## config.mk

```make
export PLATFORM = sky130hd
export DESIGN_NAME = i2c_status_reporting
export DESIGN_NICKNAME = d
export VERILOG_FILES = /design/src/rtl/i2c_line_monitor.v /design/src/rtl/i2c_status_reporting.v
export VERILOG_INCLUDE_DIRS = /design/src /design/src/rtl
export SDC_FILE = /design/constraint.sdc
export NUM_CORES = 1
export LEC_CHECK = 0
export BUFFER_PORTS_ARGS = -buffer_cell sky130_fd_sc_hd__clkbuf_2
export CORE_MARGIN = 5
export CORE_UTILIZATION = 32
export DETAILED_ROUTE_END_ITERATION = 10
export PLACE_DENSITY_LB_ADDON = 0.08
export SLEW_MARGIN = 30
export SYNTH_ARGS = -nofsm -noshare
export SYNTH_HDL_FRONTEND = slang
export SYNTH_SLANG_ARGS = --single-unit
export TNS_END_PERCENT = 10
```

## constraint.sdc

```tcl
create_clock -name clk_sys -period 1.2 [get_ports clk_sys]
set_clock_uncertainty 0.15 [all_clocks]
set_input_delay 0.12 -clock clk_sys [delete_from_list [all_inputs] [get_ports clk_sys]]
set_output_delay 0.12 -clock clk_sys [all_outputs]
set_load 0.005 [all_outputs]
```

## src/rtl/i2c_status_defs.vh

```
`ifndef I2C_STATUS_DEFS_VH
`define I2C_STATUS_DEFS_VH

// Register map, byte addresses.
`define STS_ADDR_W         8
`define STS_OFFSET         8'h04

// Field positions inside the status word.
`define STS_PHASE_HI       11
`define STS_PHASE_LO       8
`define STS_EXT_CLK_BIT    5
`define STS_TX_FULL_BIT    4
`define STS_TX_EMPTY_BIT   3
`define STS_RX_FULL_BIT    2
`define STS_RX_EMPTY_BIT   1
`define STS_BUSY_BIT       0

// Reset values of the fields.
`define STS_PHASE_RST      4'h0
`define STS_EXT_CLK_RST    1'h0
`define STS_TX_FULL_RST    1'h0
`define STS_TX_EMPTY_RST   1'h1
`define STS_RX_FULL_RST    1'h0
`define STS_RX_EMPTY_RST   1'h1
`define STS_BUSY_RST       1'h0

// Stage codes presented by the protocol engine.
`define STG_W              4
`define STG_IDLE           4'h0
`define STG_ADDR           4'h1
`define STG_ADDR_ACK       4'h2
`define STG_EXT_ADDR       4'h3
`define STG_EXT_ACK        4'h4
`define STG_TX_DATA        4'h5
`define STG_TX_DATA_ACK    4'h6
`define STG_RX_DATA        4'h7
`define STG_RX_DATA_ACK    4'h8
`define STG_NACK           4'h9

// Phase codes reported to software.
`define PH_IDLE            4'h0
`define PH_M_ADDR          4'h1
`define PH_M_ADDR_ACK      4'h2
`define PH_M_EXT_ADDR      4'h3
`define PH_M_EXT_ACK       4'h4
`define PH_S_ADDR          4'h5
`define PH_S_ADDR_ACK      4'h6
`define PH_S_EXT_ADDR      4'h7
`define PH_S_EXT_ACK       4'h8
`define PH_TX_DATA         4'h9
`define PH_TX_DATA_ACK     4'ha
`define PH_RX_DATA         4'hb
`define PH_RX_DATA_ACK     4'hc
`define PH_NACK            4'hd
`define PH_OTHERS          4'hf

`endif

```

## src/rtl/i2c_line_monitor.v

```verilog
`timescale 1ns/1ps
`include "i2c_status_defs.vh"

module i2c_line_monitor (
  // Clock and reset.
  input  wire clk_sys,
  input  wire sys_rst,
  // Bus line levels from the pins.
  input  wire scl_pin,
  input  wire sda_pin,
  // Own activity on the clock line.
  input  wire own_scl_low,
  input  wire own_master,
  // Results.
  output reg  bus_busy,
  output reg  ext_clk
);

  reg       scl_meta;
  reg       scl_sync;
  reg       sda_meta;
  reg       sda_sync;
  reg       scl_prev;
  reg       sda_prev;
  reg [2:0] own_low_pipe;
  wire      start_seen;
  wire      stop_seen;
  wire      scl_fall;

  ////////////////////////////////////////////////////////////////////////////
  // Two-stage synchronisers; the first stage is never looked at.
  always @(posedge clk_sys) begin
    if (sys_rst) begin
      scl_meta <= 1'h1;
      scl_sync <= 1'h1;
      sda_meta <= 1'h1;
      sda_sync <= 1'h1;
      scl_prev <= 1'h1;
      sda_prev <= 1'h1;
      own_low_pipe <= 3'h0;
    end else begin
      scl_meta <= scl_pin;
      scl_sync <= scl_meta;
      sda_meta <= sda_pin;
      sda_sync <= sda_meta;
      scl_prev <= scl_sync;
      sda_prev <= sda_sync;
      own_low_pipe <= {own_low_pipe[1:0], own_scl_low};
    end
  end

  assign start_seen = scl_sync & scl_prev & sda_prev & ~sda_sync;
  assign stop_seen  = scl_sync & scl_prev & ~sda_prev & sda_sync;
  assign scl_fall   = scl_prev & ~scl_sync;

  ////////////////////////////////////////////////////////////////////////////
  // Busy runs from a start to a stop. A falling clock edge that this
  // controller did not cause, seen while it is not master and whether or not busy is set, marks a foreign master.
  // The own-drive pipe matches the synchroniser delay so that our own
  // low phase is not mistaken for a foreign one.
  always @(posedge clk_sys) begin
    if (sys_rst) begin
      bus_busy <= `STS_BUSY_RST;
      ext_clk  <= `STS_EXT_CLK_RST;
    end else begin
      if (start_seen)
        bus_busy <= 1'h1;
      else if (stop_seen)
        bus_busy <= 1'h0;
      if (stop_seen || own_master)
        ext_clk <= 1'h0;
      else if (scl_fall && !own_low_pipe[2] && !own_low_pipe[1])
        ext_clk <= 1'h1;
    end
  end

endmodule // i2c_line_monitor

```

## src/rtl/i2c_status_reporting.v

```verilog
// What this block does
// - phase field bits 11:8, reset 0 idle
// - master address stages report 1 to 4
// - slave address stages report 5 to 8
// - data stages report 9 to 12
// - NACK stage 13, 14 never shown
// - foreign transfer in progress reports 15
// - bit 5 shows foreign master driving clock
// - bits 4,3 show transmit FIFO full, empty
// - bits 2,1 show receive FIFO full, empty
// - bit 0 shows bus active
//
// Local design decision: the strobed register port.
`timescale 1ns/1ps
`include "i2c_status_defs.vh"

module i2c_status_reporting (
  // Clock and reset.
  input  wire                   clk_sys,
  input  wire                   sys_rst,
  // Register port.
  input  wire [`STS_ADDR_W-1:0] reg_addr,
  input  wire [31:0]            reg_wdata,
  input  wire                   reg_wr,
  input  wire                   reg_rd,
  output reg  [31:0]            reg_rdata,
  // Protocol engine state.
  input  wire [`STG_W-1:0]      engine_stage,
  input  wire                   engine_master,
  input  wire                   own_scl_low,
  // FIFO occupancy.
  input  wire                   tx_fifo_full,
  input  wire                   tx_fifo_empty,
  input  wire                   rx_fifo_full,
  input  wire                   rx_fifo_empty,
  // Bus line pins.
  input  wire                   scl_pin,
  input  wire                   sda_pin,
  // Live status word.
  output wire [31:0]            status_word
);

  wire       bus_busy;
  wire       ext_clk;
  wire [3:0] phase;
  reg  [31:0] live_word;

  ////////////////////////////////////////////////////////////////////////////
  // Maps the engine stage and role to the reported phase code.
  function [3:0] phase_code;
    input [`STG_W-1:0] stage;
    input              master;
    input              busy;
    begin
      case (stage)
        `STG_IDLE:        phase_code = busy ? `PH_OTHERS
                                            : `PH_IDLE;
        `STG_ADDR:        phase_code = master ? `PH_M_ADDR
                                              : `PH_S_ADDR;
        `STG_ADDR_ACK:    phase_code = master ? `PH_M_ADDR_ACK
                                              : `PH_S_ADDR_ACK;
        `STG_EXT_ADDR:    phase_code = master ? `PH_M_EXT_ADDR
                                              : `PH_S_EXT_ADDR;
        `STG_EXT_ACK:     phase_code = master ? `PH_M_EXT_ACK
                                              : `PH_S_EXT_ACK;
        `STG_TX_DATA:     phase_code = `PH_TX_DATA;
        `STG_TX_DATA_ACK: phase_code = `PH_TX_DATA_ACK;
        `STG_RX_DATA:     phase_code = `PH_RX_DATA;
        `STG_RX_DATA_ACK: phase_code = `PH_RX_DATA_ACK;
        `STG_NACK:        phase_code = `PH_NACK;
        // Unknown stages fall back to idle so 14 is never shown.
        default:          phase_code = `PH_IDLE;
      endcase
    end
  endfunction

  ////////////////////////////////////////////////////////////////////////////
  i2c_line_monitor u_line_monitor (
    .clk_sys     (clk_sys),
    .sys_rst     (sys_rst),
    .scl_pin     (scl_pin),
    .sda_pin     (sda_pin),
    .own_scl_low (own_scl_low),
    .own_master  (engine_master),
    .bus_busy    (bus_busy),
    .ext_clk     (ext_clk)
  );

  assign phase = phase_code(engine_stage, engine_master, bus_busy);

  ////////////////////////////////////////////////////////////////////////////
  // The word is built from live signals so each field follows its source
  // in the same cycle; during reset it shows the reset values.
  always @* begin
    live_word = 32'h0;
    if (sys_rst) begin
      live_word[`STS_PHASE_HI:`STS_PHASE_LO] = `STS_PHASE_RST;
      live_word[`STS_EXT_CLK_BIT]  = `STS_EXT_CLK_RST;
      live_word[`STS_TX_FULL_BIT]  = `STS_TX_FULL_RST;
      live_word[`STS_TX_EMPTY_BIT] = `STS_TX_EMPTY_RST;
      live_word[`STS_RX_FULL_BIT]  = `STS_RX_FULL_RST;
      live_word[`STS_RX_EMPTY_BIT] = `STS_RX_EMPTY_RST;
      live_word[`STS_BUSY_BIT]     = `STS_BUSY_RST;
    end else begin
      live_word[`STS_PHASE_HI:`STS_PHASE_LO] = phase;
      live_word[`STS_EXT_CLK_BIT]  = ext_clk;
      live_word[`STS_TX_FULL_BIT]  = tx_fifo_full;
      live_word[`STS_TX_EMPTY_BIT] = tx_fifo_empty;
      live_word[`STS_RX_FULL_BIT]  = rx_fifo_full;
      live_word[`STS_RX_EMPTY_BIT] = rx_fifo_empty;
      live_word[`STS_BUSY_BIT]     = bus_busy;
    end
  end

  assign status_word = live_word;

  ////////////////////////////////////////////////////////////////////////////
  // Reads answer one cycle later; unmapped addresses read zero. Writes
  // have no target, so write data is never stored anywhere.
  always @(posedge clk_sys) begin
    if (sys_rst)
      reg_rdata <= 32'h0;
    else if (reg_rd && reg_addr == `STS_OFFSET)
      reg_rdata <= live_word;
    else
      reg_rdata <= 32'h0;
  end

endmodule // i2c_status_reporting

```

[Word-level counts from Yosys, hierarchy flattened]
Cells that the tools add are included.
Widths: inputs -> output; s select.
Word-level totals
  flip-flop bits (word level): 43
  input port bits: 56
  logic and storage cells: 51
Cells by class
  eq/ne operators: 10
  muxes and demuxes: 10
  bitwise logic cells: 10
  reduce and logical (&&, ||, !) cells: 10
Operator list (number)
  $pmux 4 s10: 1
  $eq 4x3->1 const B: 4
  $mux 4: 3
  $mux 3: 3
  $eq 4x2->1 const B: 2
  $eq 4x4->1 const B: 2
  $eq 8x3->1 const B: 1
  $and 1x1->1: 6
  $mux 6: 1
  $eq 4x1->1 const B: 1
  $logic_not 4->1: 1
  $not 1->1: 4
  $reduce_or 2->1: 2
  $logic_and 1x1->1: 3
  $logic_not 1->1: 2
  $mux 1: 2
  $reduce_bool 2->1: 1
  $logic_or 1x1->1: 1

[Longest topological paths before layout]
Gate-level depths: netlist (run 1).
  word-level depth: 5
  gate-level depth with buffers: 3
  gate-level depth less buffers: 3

[Hierarchy]
From an unflattened synthesis (run 1), not the netlist that was laid out.
Second synthesis, totals
  cells, all modules: 127
  area, all modules: 1184.9 µm²
Modules (own cells, without submodules)
  i2c_status_reporting: times used 1, cells an instance 97, area each 840.8 µm², seq. area each 200.2 µm²
  i2c_line_monitor: times used 1, cells an instance 30, area each 344.1 µm², seq. area each 220.2 µm²

[Worst setup path after synthesis (run 1)]
Ideal clock, no wire load.
  kind: register -> output
  start: reg u_line_monitor.bus_busy
  end: out status_word[11]
  arrival: 0.924 ns
  required time: 0.930 ns
  path slack: 0.006 ns
  cell stages (with the launch flop): 4
  cell sequence: dfxtp_1 nor4b_1 nor2_1 a21oi_1
Between the ends
  longest elaborated chain between the ends: 3
Ends and longest elaborated chain
  from (decl): line i2c_line_monitor.v:15  | output reg bus_busy,
  from (signal assigned): line i2c_line_monitor.v:63  | bus_busy <= `STS_BUSY_RST;
  $mux 4 (no source line)
  $pmux 4 s10: line i2c_status_reporting.v:55  | case (stage)
  $mux 4: line i2c_status_reporting.v:96  | if (sys_rst) begin
  to (decl): line i2c_status_reporting.v:40  | output wire [31:0] status_word
Every way passes these cells.

[Worst setup path after layout (run 1)]
Same ends and word-level chain as after synthesis.

==> key figures, run 1 <==
Setup path
  – Worst setup path category: reg -> out
  – Critical path data arrival time: 1.20 ns
  – Required time at the worst-slack endpoint: around 0.93 ns
  – Category of the worst setup path launch point: flip-flop
  – Sort of element at the end of the critical path: output port
  – Worst reg2reg path startpoint: u_line_monitor.bus_busy
  – Worst-path fanout max: 2
  – Worst setup path startpoint: u_line_monitor.bus_busy

Power
  – P per Cell Area: 902 mW/mm^2
  – Final Total Pwr: 0.00144 W
  – Leakage power summed over all cells: about 0.8 nW
  – Maximum resistive drop on vdd: 0.732 mV

Status
  – Violated checks: negative setup slack
  – Outcome: complete, but fails checks

Detailed routing
  – Wire length reported by the detailed router: 2490 um
  – Wire length per cell: 10.3 um
  – Vias per cell: 3.84
  – DRT Pass-1 Iters: 2
  – Iter 0 DRT Violations: 14
  – Via count: slightly above 900
  – Antenna-violating nets left: 0
  – DRC violations left: 0

STA
  – Final count of pins violating max slew: 0
  – Unrepaired setup endpoints after global routing: yes
  – Setup TNS: -1.38 ns
  – Highest clock frequency the design can meet: 680 MHz
  – Tmin final: 1.47 ns
  – Final critical-path setup slack: -0.271 ns
  – Number of endpoints with negative hold slack in the final report: 0
  – Final setup fails: 7
  – Part of the cycle the worst path needs: 1.23

Floorplan
  – Die Ht: about 71 um
  – Die extent in x: slightly above 70 um
  – Die Area: just over 0.005 mm^2
  – Core Footprint: 0.00363 mm^2
  – Site row count: 22
  – Initial cell density of the core: 0.330
  – Count of pins on the block boundary: 120

Layout
  – Number of inserted diodes: 0
  – Filler Cells Inserted: 379
  – Proportion of layout cells with a drive suffix above 1: 0.492
  – Register Area: 423 um^2
  – Net count, final: 250
  – Area taken by multi-input logic gates: around 640 um^2
  – Synthesis-to-finish area growth: 33.3%

Yosys
  – Syn Inst Count: 126
  – Count of different cell masters after synthesis: 30
  – Fraction of synthesis flops using an asynchronous set or reset pin: 0
  – Number of synthesized flops with an enable pin: 0
  – Register area share after synthesis: 0.351
  – Yosys synthesis warning count: 0
  – Main synth FF type: sky130_fd_sc_hd__dfxtp_1
  – Mean cell area of the mapped netlist: 9.51 um^2
  – Netlist Area Pre-Place: about 0.0012 mm^2
  – #FFs+latches synth: 21

Placed design
  – Final weighted congestion of routability-driven global placement: 0.745
  – Number of port buffers: 42
  – DP Worst Slack: -0.186 ns
  – Dpl hpwl: 2020 um

Global route
  – Congestion Overflow GR: 0
  – Global-route total usage across every layer: 0.100
  – Wire length of the first global-routing pass: about 4100 um
  – Initial antenna violation count: 0
  – Largest net degree at the start of global routing: 20
  – Vias in the first global route: 861

Worst hold path
  – Start point of the worst min-delay path: tx_fifo_empty
  – Path category of the worst min-delay check: in -> reg

Clock network
  – Clk Latency, worst-skew pair: around 0.25 ns
  – Clk pin slew, worst setup/hold paths: 0.07 ns
  – Number of H-tree branching levels: 1
  – Clock sink count: 21
  – Max Root-Sink Buffers: 2
  – Number of buffers inserted during clock tree synthesis: 3
  – Clock root buffer: sky130_fd_sc_hd__clkbuf_8
  – CTS tree: done

Flow run
  – Count of max-cap constraint violations: 0
## where the power goes
| group | total (W) | internal [W] | switching [W] | leakage (nW) |
|---|---|---|---|---|
| sequential | 0.000719 | 0.000711 | 0.00000763 | 0.172 |
| clock | 0.000461 | 0.000234 | 0.000227 | 0.0217 |
| combinational | 0.000262 | 0.000132 | 0.000130 | 0.605 |
## synthesized netlist by cell type, types with 2 or more instances
library cell | n | share of area
sky130_fd_sc_hd__buf_4 | 44 | 0.28
sky130_fd_sc_hd__dfxtp_1 | 21 | 0.35
sky130_fd_sc_hd__nor2b_1 | 11 | 0.057
sky130_fd_sc_hd__or2_2 | 8 | 0.042
sky130_fd_sc_hd__nor2_1 | 6 | 0.019
sky130_fd_sc_hd__inv_1 | 4 | 0.013
sky130_fd_sc_hd__a21oi_1 | 3 | 0.013
sky130_fd_sc_hd__nor3b_2 | 3 | 0.031
sky130_fd_sc_hd__a211oi_1 | 2 | 0.013
sky130_fd_sc_hd__a211oi_2 | 2 | 0.021
sky130_fd_sc_hd__nor3b_1 | 2 | 0.013
sky130_fd_sc_hd__nor4b_1 | 2 | 0.015
## registers in the layout, summed over array words and instances, names as in the netlist
name,cells
u_line_monitor.scl_meta,1
u_line_monitor.ext_clk,1
u_line_monitor.bus_busy,1
u_line_monitor.scl_sync,1
u_line_monitor.own_low_pipe,3
u_line_monitor.sda_prev,1
u_line_monitor.sda_meta,1
u_line_monitor.scl_prev,1
reg_rdata,10
u_line_monitor.sda_sync,1
## final cells by class
| type | count | area share |
|---|---|---|
| flip-flops and latches | 21 | 0.265 |
| multi-input cells | 98 | 0.403 |
| clock buffers | 3 | 0.0258 |
| inverters | 4 | 0.00940 |
| repair buffers | 66 | 0.255 |
| well taps | 48 | 0.0376 |
| clock inverters | 1 | 0.00470 |
## cell usage in the layout (no fill, tap or decap), types with 2 or more instances in the layout
cell type                       count
sky130_fd_sc_hd__conb_1            44
sky130_fd_sc_hd__dlygate4sd3_1      4
sky130_fd_sc_hd__nor3b_2            4
sky130_fd_sc_hd__inv_1              4
sky130_fd_sc_hd__buf_2              2
sky130_fd_sc_hd__a21oi_1            2
sky130_fd_sc_hd__dfxtp_1           19
sky130_fd_sc_hd__buf_4             18
sky130_fd_sc_hd__clkbuf_2          40
sky130_fd_sc_hd__buf_6              2
sky130_fd_sc_hd__clkbuf_8           3
sky130_fd_sc_hd__nor4b_2            2
sky130_fd_sc_hd__dfxtp_2            2
sky130_fd_sc_hd__nor2_1             6
sky130_fd_sc_hd__nor2b_1            9
sky130_fd_sc_hd__a211oi_2           3
sky130_fd_sc_hd__or2_2              8
## logic make-up after synthesis
logic type             count (synthesis)  synth area share
other                                  1           0.00313
flip-flops                            21             0.351
AND/OR/NAND/NOR                       40             0.259
AO/OA/AOI/OAI                         14            0.0919
buffers and inverters                 50             0.295
## worst max-delay path, stage by stage, from the launching register on
cell and delay (ns):
sky130_fd_sc_hd__dfxtp_2 0.34, sky130_fd_sc_hd__nor4b_4 0.23, sky130_fd_sc_hd__nor2_1 0.10, sky130_fd_sc_hd__a21oi_1 0.15, sky130_fd_sc_hd__buf_2 0.13
## stage by stage
step                      cells  area, um^2  hold slack [ns]   util
after detailed placement    229        1410            0.155  0.388
after global placement      229        1410            0.154  0.388
after floorplan             169        1360           0.0435      -
after CTS                   241        1570           0.0231  0.431
final                       241        1600           0.0267  0.440
after global routing        241        1600           0.0332  0.440
## what timing repair did
item	4_1_cts	5_1_grt
hold buffers	4	0
setup buffers	4	0
gates resized for setup	8	9
endpoints found under the hold margin	4	0
endpoints found under the setup margin	9	11
pin swaps	3	5
## final timing paths
| path | to | slack [ns] | cells past startpoint |
|---|---|---|---|
| min | reg_rdata[3] | 0.03 | 3 |
| max | status_word[11] | -0.27 | 4 |
| max reg2reg | reg_rdata[9] | -0.23 | 7 |
| min reg2reg | u_line_monitor.scl_sync | 0.26 | 1 |
## routing by layer
layer	vias to the layer above	global-route usage	share of wire
met5	-	0	0
met4	0	0.0313	0.0088
met3	2	0.0384	0.13
met2	53	0.158	0.48
met1	405	0.125	0.38
li1	465	-	-
Note: power is estimated with default switching activity, not from simulation.
==> run 2: changes to the inputs <==
--- a/config.mk
+++ b/config.mk
@@ -8,9 +8,11 @@
 export LEC_CHECK = 0
 export BUFFER_PORTS_ARGS = -buffer_cell sky130_fd_sc_hd__clkbuf_2
 export CORE_MARGIN = 5
-export CORE_UTILIZATION = 32
+export CORE_UTILIZATION = 35
+export CTS_BUF_LIST = sky130_fd_sc_hd__clkbuf_16
 export DETAILED_ROUTE_END_ITERATION = 10
 export PLACE_DENSITY_LB_ADDON = 0.08
+export RECOVER_POWER = 100
 export SLEW_MARGIN = 30
 export SYNTH_ARGS = -nofsm -noshare
 export SYNTH_HDL_FRONTEND = slang
==> constraint.sdc (replaced) <==
create_clock -name clk_sys -period 1.6 [get_ports clk_sys]
set_clock_uncertainty 0.15 [all_clocks]
set_input_delay 0.16 -clock clk_sys [delete_from_list [all_inputs] [get_ports clk_sys]]
set_output_delay 0.16 -clock clk_sys [all_outputs]
set_load 0.005 [all_outputs]
==> run 2 against run 1 <==
Net effect: the flow now finishes without violations; wire length down 8.4%; non-clock buffer count fell by 20; hold slack lost 0.018 ns; critical path depth is the same; sequential power down 25%; clock-buffer cell count stayed put; first-iteration DRC count is 36% higher; sequential cell count unchanged; sequential share of layout area increased by 3.7 points.
==> key figures, run 2 (synthesis gave the netlist of run 1 again) <==
Status
  – Outcome: completed

STA
  – Part of the cycle the worst path needs: 0.959
  – Tmin final: 1.53 ns
  – Final hold slack: about 0.0087 ns
  – Headroom to the max-slew limit: 0.594
  – Highest clock frequency the design can meet: 652 MHz
  – Unrepaired setup endpoints after global routing: yes
  – Number of endpoints with negative hold slack in the final report: 0
  – Final critical-path setup slack: 0.0662 ns
  – Final setup fails: 0
  – Slew at the pin closest to its max-slew limit: approximately 0.61 ns
  – Setup TNS: 0 ns
  – Final count of pins violating max slew: 0

Clock network
  – Number of buffers inserted during clock tree synthesis: 3
  – Number of H-tree branching levels: 1
  – Clk Latency, worst-skew pair: ~0.25 ns
  – Max Root-Sink Buffers: 2
  – CTS tree: done
  – Clock root buffer: sky130_fd_sc_hd__clkbuf_16
  – Clk pin slew, worst setup/hold paths: 0.05 ns
  – Post-CTS setup buffer count: 0
  – Clock sink count: 21

Detailed routing
  – Vias per cell: 3.97
  – DRT Pass-1 Iters: 4
  – Iter 0 DRT Violations: 19
  – Wire length per cell: 10.4 um
  – DRC violations left: 0
  – Wire length reported by the detailed router: 2280 um
  – Antenna-violating nets left: 0
  – Via count: 869

Power
  – Clk network pwr share: 0.430
  – Sw power: 0.000270 W
  – Final Total Pwr: 0.00120 W
  – P per Cell Area: 852 mW/mm^2
  – Internal portion of total power: 0.000927 W
  – Relative contribution of combinational cells to total power: 0.119
  – Sequential share of power: 0.451
  – Maximum resistive drop on vdd: 0.416 mV
  – Net Sw Frac: 0.226
  – Leakage power summed over all cells: 0.651 nW

Layout
  – Largest registers: reg_rdata (10), u_line_monitor.own_low_pipe (3)
  – Register Area: roughly 420 um^2
  – Most flops, register: reg_rdata
  – Filler Cells Inserted: 353
  – Net count, final: 230
  – Proportion of layout cells with a drive suffix above 1: 0.335
  – Area taken by multi-input logic gates: approximately 590 um^2
  – Number of inserted diodes: 0
  – Most frequent cells in the layout: 44 x sky130_fd_sc_hd__conb_1, 34 x sky130_fd_sc_hd__clkbuf_2, 20 x sky130_fd_sc_hd__dfxtp_1
  – Synthesis-to-finish area growth: 17.1%
  – Leading cell type in the layout, fill and taps excluded: sky130_fd_sc_hd__conb_1
  – Number of flip-flops under the largest register name: 10

Floorplan
  – Die Area: approximately 0.0047 mm^2
  – Die Ht: 68.5 um
  – Core Footprint: 0.00334 mm^2
  – Initial cell density of the core: 0.359
  – Site row count: 21
  – Die extent in x: 68.5 um
  – Count of pins on the block boundary: 120

Global route
  – Vias in the first global route: 761
  – Wire length of the first global-routing pass: 3240 um
  – Initial antenna violation count: 0
  – Global-route total usage across every layer: 0.0946
  – Congestion Overflow GR: 0
  – Largest net degree at the start of global routing: 26

Setup path
  – Worst-path fanout max: 7
  – Worst setup path category: reg -> out
  – Required time at the worst-slack endpoint: 1.29 ns
  – Worst reg2reg path startpoint: u_line_monitor.bus_busy
  – Critical path data arrival time: 1.22 ns
  – Sort of element at the end of the critical path: output port
  – Category of the worst setup path launch point: flip-flop
  – RR Endpoint: reg_rdata[10]
  – Worst setup path startpoint: u_line_monitor.bus_busy
  – Worst setup slack for register-to-register paths: 0.46 ns
  – Setup crit end: status_word[10]
  – Number of cells traversed by the worst register-to-register path: 3

Placed design
  – Dpl hpwl: 1820 um
  – DP Worst Slack: approximately 0.12 ns
  – Number of port buffers: 42
  – Final weighted congestion of routability-driven global placement: 0.703

Flow run
  – Count of max-cap constraint violations: 0

Worst hold path
  – Path category of the worst min-delay check: in -> reg
## run 2: cell count changes in the layout (fill, tap and decap cells not counted), sizes merged
cell | previous run | this run
buf | 22 | 1
inv | 4 | 5
dlygate4sd3 | 4 | 3
clkbuf | 43 | 45
clkinvlp | 1 | 0
## run 2: final cells by class
class	count	area share
repair buffers	46	0.169
clock inverters	1	0.00267
multi-input cells	98	0.421
flip-flops and latches	21	0.302
inverters	4	0.0107
clock buffers	3	0.0535
well taps	46	0.0410
## run 2: layer usage
layer	vias to the layer above	track usage	part of all wire
met5	-	0	0
met4	0	0.0521	0.0075
met3	2	0.0340	0.17
met2	62	0.155	0.45
met1	380	0.106	0.37
li1	425	-	-
## run 2: worst max-delay path: stages (launching register included)
cell and delay (ns):
sky130_fd_sc_hd__dfxtp_4 0.36, sky130_fd_sc_hd__nor4b_4 0.13, sky130_fd_sc_hd__a211oi_1 0.24, sky130_fd_sc_hd__a21oi_1 0.11, sky130_fd_sc_hd__clkbuf_2 0.13
## run 2: worst min path at each step
stage,start,slack [ns],end,cells past startpoint
final,rx_fifo_full,0.009,reg_rdata[2],2
after global routing,rx_fifo_full,0.03,reg_rdata[2],2
after CTS,rx_fifo_full,0.01,reg_rdata[2],2
after detailed placement,scl_pin,0.20,u_line_monitor.scl_meta,2
after global placement,sda_pin,0.20,u_line_monitor.sda_meta,2
after floorplan,engine_stage[3],0.08,reg_rdata[9],1
## run 2: what timing repair did
action                                  CTS  global route
endpoints found under the hold margin     3             0
gates resized for setup                   3             3
endpoints found under the setup margin    3             4
pin swaps                                 0             1
hold buffers                              3             0
## run 2: power groups by stage
stage / Clock (W) / Combinational [W] / Sequential (W)
after global routing: 0.000559 / 0.000163 / 0.000541
after floorplan: 0 / 0.000155 / 0.000550
after global placement: 0 / 0.000133 / 0.000551
after CTS: 0.000535 / 0.000143 / 0.000540
after detailed placement: 0 / 0.000134 / 0.000552
final: 0.000514 / 0.000143 / 0.000539
## run 2: metrics by stage
step                      cells  cell area [um^2]  utilization
final                       219              1400        0.421
after CTS                   219              1420        0.426
after global placement      212              1300        0.388
after global routing        219              1400        0.421
after floorplan             169              1360            -
after detailed placement    212              1300        0.388
==> run 3: changes to the inputs <==
--- a/config.mk
+++ b/config.mk
@@ -13,7 +13,7 @@
 export DETAILED_ROUTE_END_ITERATION = 10
 export PLACE_DENSITY_LB_ADDON = 0.08
 export RECOVER_POWER = 100
-export SLEW_MARGIN = 30
+export SLEW_MARGIN = 20
 export SYNTH_ARGS = -nofsm -noshare
 export SYNTH_HDL_FRONTEND = slang
 export SYNTH_SLANG_ARGS = --single-unit
==> constraint.sdc (replaced) <==
create_clock -name clk_sys -period 1.6 [get_ports clk_sys]
set_clock_uncertainty 0.15 [all_clocks]
set_input_delay 0.16 -clock clk_sys [delete_from_list [all_inputs] [get_ports clk_sys]]
set_output_delay 0.16 -clock clk_sys [all_outputs]
set_load 0.1 [all_outputs]
==> run 3 against run 2 <==
Net effect: the run now ends with negative setup slack left; sequential share of layout area down 2.3 points; cell area is 7.7% higher; clock power barely moved; die area is the same; worst setup slack worse by 0.091 ns; fmax decreased by 5.6%; highest routed layer unchanged; core utilization grew 3.2 points; non-clock buffer count is 4 higher; critical path depth stayed put.
==> key figures, run 3 (synthesis gave the netlist of run 1 again) <==
Clock network
  – Clk Latency, worst-skew pair: 0.25 ns
  – Max Root-Sink Buffers: 2
  – Number of H-tree branching levels: 1
  – Clock sink count: 21
  – Post-CTS setup buffer count: 0
  – CTS tree: done
  – Clk pin slew, worst setup/hold paths: 0.05 ns
  – Number of buffers inserted during clock tree synthesis: 3
  – Clock root buffer: sky130_fd_sc_hd__clkbuf_16

Floorplan
  – Count of pins on the block boundary: 120
  – Die extent in x: 68.5 um
  – Core Footprint: approximately 0.0033 mm^2
  – Site row count: 21
  – Die Area: 0.00469 mm^2
  – Die Ht: 68.5 um
  – Initial cell density of the core: 0.359

Setup path
  – Worst setup slack for register-to-register paths: 0.35 ns
  – Setup crit end: status_word[10]
  – Worst-path fanout max: 4
  – Critical path data arrival time: 1.31 ns
  – Worst reg2reg path startpoint: u_line_monitor.bus_busy
  – Number of cells traversed by the worst register-to-register path: 4
  – Sort of element at the end of the critical path: output port
  – Worst setup path category: reg -> out
  – RR Endpoint: reg_rdata[11]
  – Category of the worst setup path launch point: flip-flop
  – Required time at the worst-slack endpoint: 1.29 ns
  – Worst setup path startpoint: u_line_monitor.bus_busy

Detailed routing
  – Vias per cell: 3.96
  – Iter 0 DRT Violations: 15
  – Via count: 884
  – DRT Pass-1 Iters: 4
  – Wire length per cell: 10.5 um
  – DRC violations left: 0
  – Antenna-violating nets left: 0
  – Wire length reported by the detailed router: 2330 um

STA
  – Setup TNS: -0.0451 ns
  – Part of the cycle the worst path needs: 1.02
  – Slew at the pin closest to its max-slew limit: 0.549 ns
  – Final setup fails: 2
  – Final count of pins violating max slew: 0
  – Headroom to the max-slew limit: 0.636
  – Final critical-path setup slack: -0.0246 ns
  – Unrepaired setup endpoints after global routing: yes
  – Tmin final: 1.62 ns
  – Highest clock frequency the design can meet: 616 MHz
  – Number of endpoints with negative hold slack in the final report: 0

Placed design
  – Placed instance area: 0.00150 mm^2
  – Final weighted congestion of routability-driven global placement: roughly 0.72
  – DP Worst Slack: 0.0496 ns
  – Number of port buffers: 42
  – Number of instances in the placed design: approximately 220
  – Dpl hpwl: 1890 um

Global route
  – Largest net degree at the start of global routing: 21
  – Congestion Overflow GR: 0
  – Vias in the first global route: ~800
  – Initial antenna violation count: 0
  – Global-route total usage across every layer: 0.0927
  – Wire length of the first global-routing pass: approximately 3300 um

Status
  – Violated checks: negative setup slack
  – Outcome: complete, but fails checks

Power
  – P per Cell Area: 1150 mW/mm^2
  – Maximum resistive drop on vdd: 0.586 mV
  – Leakage power summed over all cells: 0.713 nW

Layout
  – Summed area of non-filler cells in the final layout: about 0.0015 mm^2
  – Most frequent cells in the layout: 44 x sky130_fd_sc_hd__conb_1, 32 x sky130_fd_sc_hd__clkbuf_2, 20 x sky130_fd_sc_hd__dfxtp_1
  – Filler Cells Inserted: ~360
  – Proportion of layout cells with a drive suffix above 1: 0.401
  – Number of inserted diodes: 0
  – Most flops, register: reg_rdata
  – Largest registers: reg_rdata (10), u_line_monitor.own_low_pipe (3)
  – Number of flip-flops under the largest register name: 10
  – Finished Layout Cells: 223
  – Net count, final: around 230
  – Leading cell type in the layout, fill and taps excluded: sky130_fd_sc_hd__conb_1
  – Synthesis-to-finish area growth: 26.1%

Worst hold path
  – Path category of the worst min-delay check: in -> reg
  – Start point of the worst min-delay path: rx_fifo_full

Flow run
  – Count of max-cap constraint violations: 0
[run 3: cell count changes in the layout (fill, tap and decap cells not counted), sizes merged]
| cell | delta |
|---|---|
| buf | +12 |
| clkbuf | -8 |
| clkinv | +1 |
| inv | -1 |
[run 3: repair_timing]
| action | in CTS | in global routing |
|---|---|---|
| hold buffers | 3 | 0 |
| gates resized for setup | 4 | 1 |
| endpoints found under the hold margin | 3 | 0 |
| cloned | 0 | 0 |
| pin swaps | 1 | 2 |
| setup endpoints to repair | 3 | 3 |
[run 3: how the worst min path moves through the flow]
stage | endpoint | slack [ns] | depth (start not counted)
after floorplan | reg_rdata[9] | 0.08 | 1
after global placement | u_line_monitor.scl_meta | 0.19 | 2
after detailed placement | u_line_monitor.scl_meta | 0.20 | 2
after CTS | reg_rdata[2] | 0.03 | 2
after global routing | reg_rdata[2] | 0.03 | 2
final | reg_rdata[2] | 0.02 | 2
[run 3: through the flow]
| stage | utilization | hold slack, ns | total power [W] |
|---|---|---|---|
| 4_1_cts | 0.489 | 0.0287 | 0.00178 |
| 3_5_place_dp | 0.450 | 0.195 | 0.00125 |
| 3_3_place_gp | 0.450 | 0.194 | 0.00124 |
| 6_report | 0.453 | 0.0215 | 0.00173 |
| 5_1_grt | 0.453 | 0.0258 | 0.00180 |
| 2_1_floorplan | - | 0.0835 | 0.00122 |
[run 3: per-layer routing]
metal | vias to the layer above | global-route usage | part of all wire
met5 | - | 0 | 0
met4 | 0 | 0.0372 | 0.019
met1 | 384 | 0.103 | 0.38
li1 | 436 | - | -
met3 | 5 | 0.0357 | 0.15
met2 | 59 | 0.157 | 0.45
[run 3: power by group]
group	total [W]	internal (W)	leakage, nW	switching [W]
Clock	0.000512	0.000335	0.0409	0.000177
Combinational	0.000682	0.0000865	0.500	0.000596
Sequential	0.000540	0.000535	0.171	0.00000508
Total	0.00173	0.000956	0.713	0.000778
[run 3: cell type report]
class / count / area (um^2) / share of cell area
Multi-Input combinational cell: 98 / 593 / 0.392
Sequential cell: 21 / 422 / 0.279
Timing Repair Buffer: 50 / 344 / 0.228
Clock buffer: 3 / 75.1 / 0.0497
Tap cell: 46 / 57.6 / 0.0381
Inverter: 4 / 15.0 / 0.00993
Clock inverter: 1 / 5.00 / 0.00331
[run 3: critical path, cell delays in order (launching register included)]
cell	delay, ns
sky130_fd_sc_hd__dfxtp_2	0.34
sky130_fd_sc_hd__nor4b_4	0.25
sky130_fd_sc_hd__a211oi_2	0.08
sky130_fd_sc_hd__a21oi_2	0.20
sky130_fd_sc_hd__buf_12	0.20
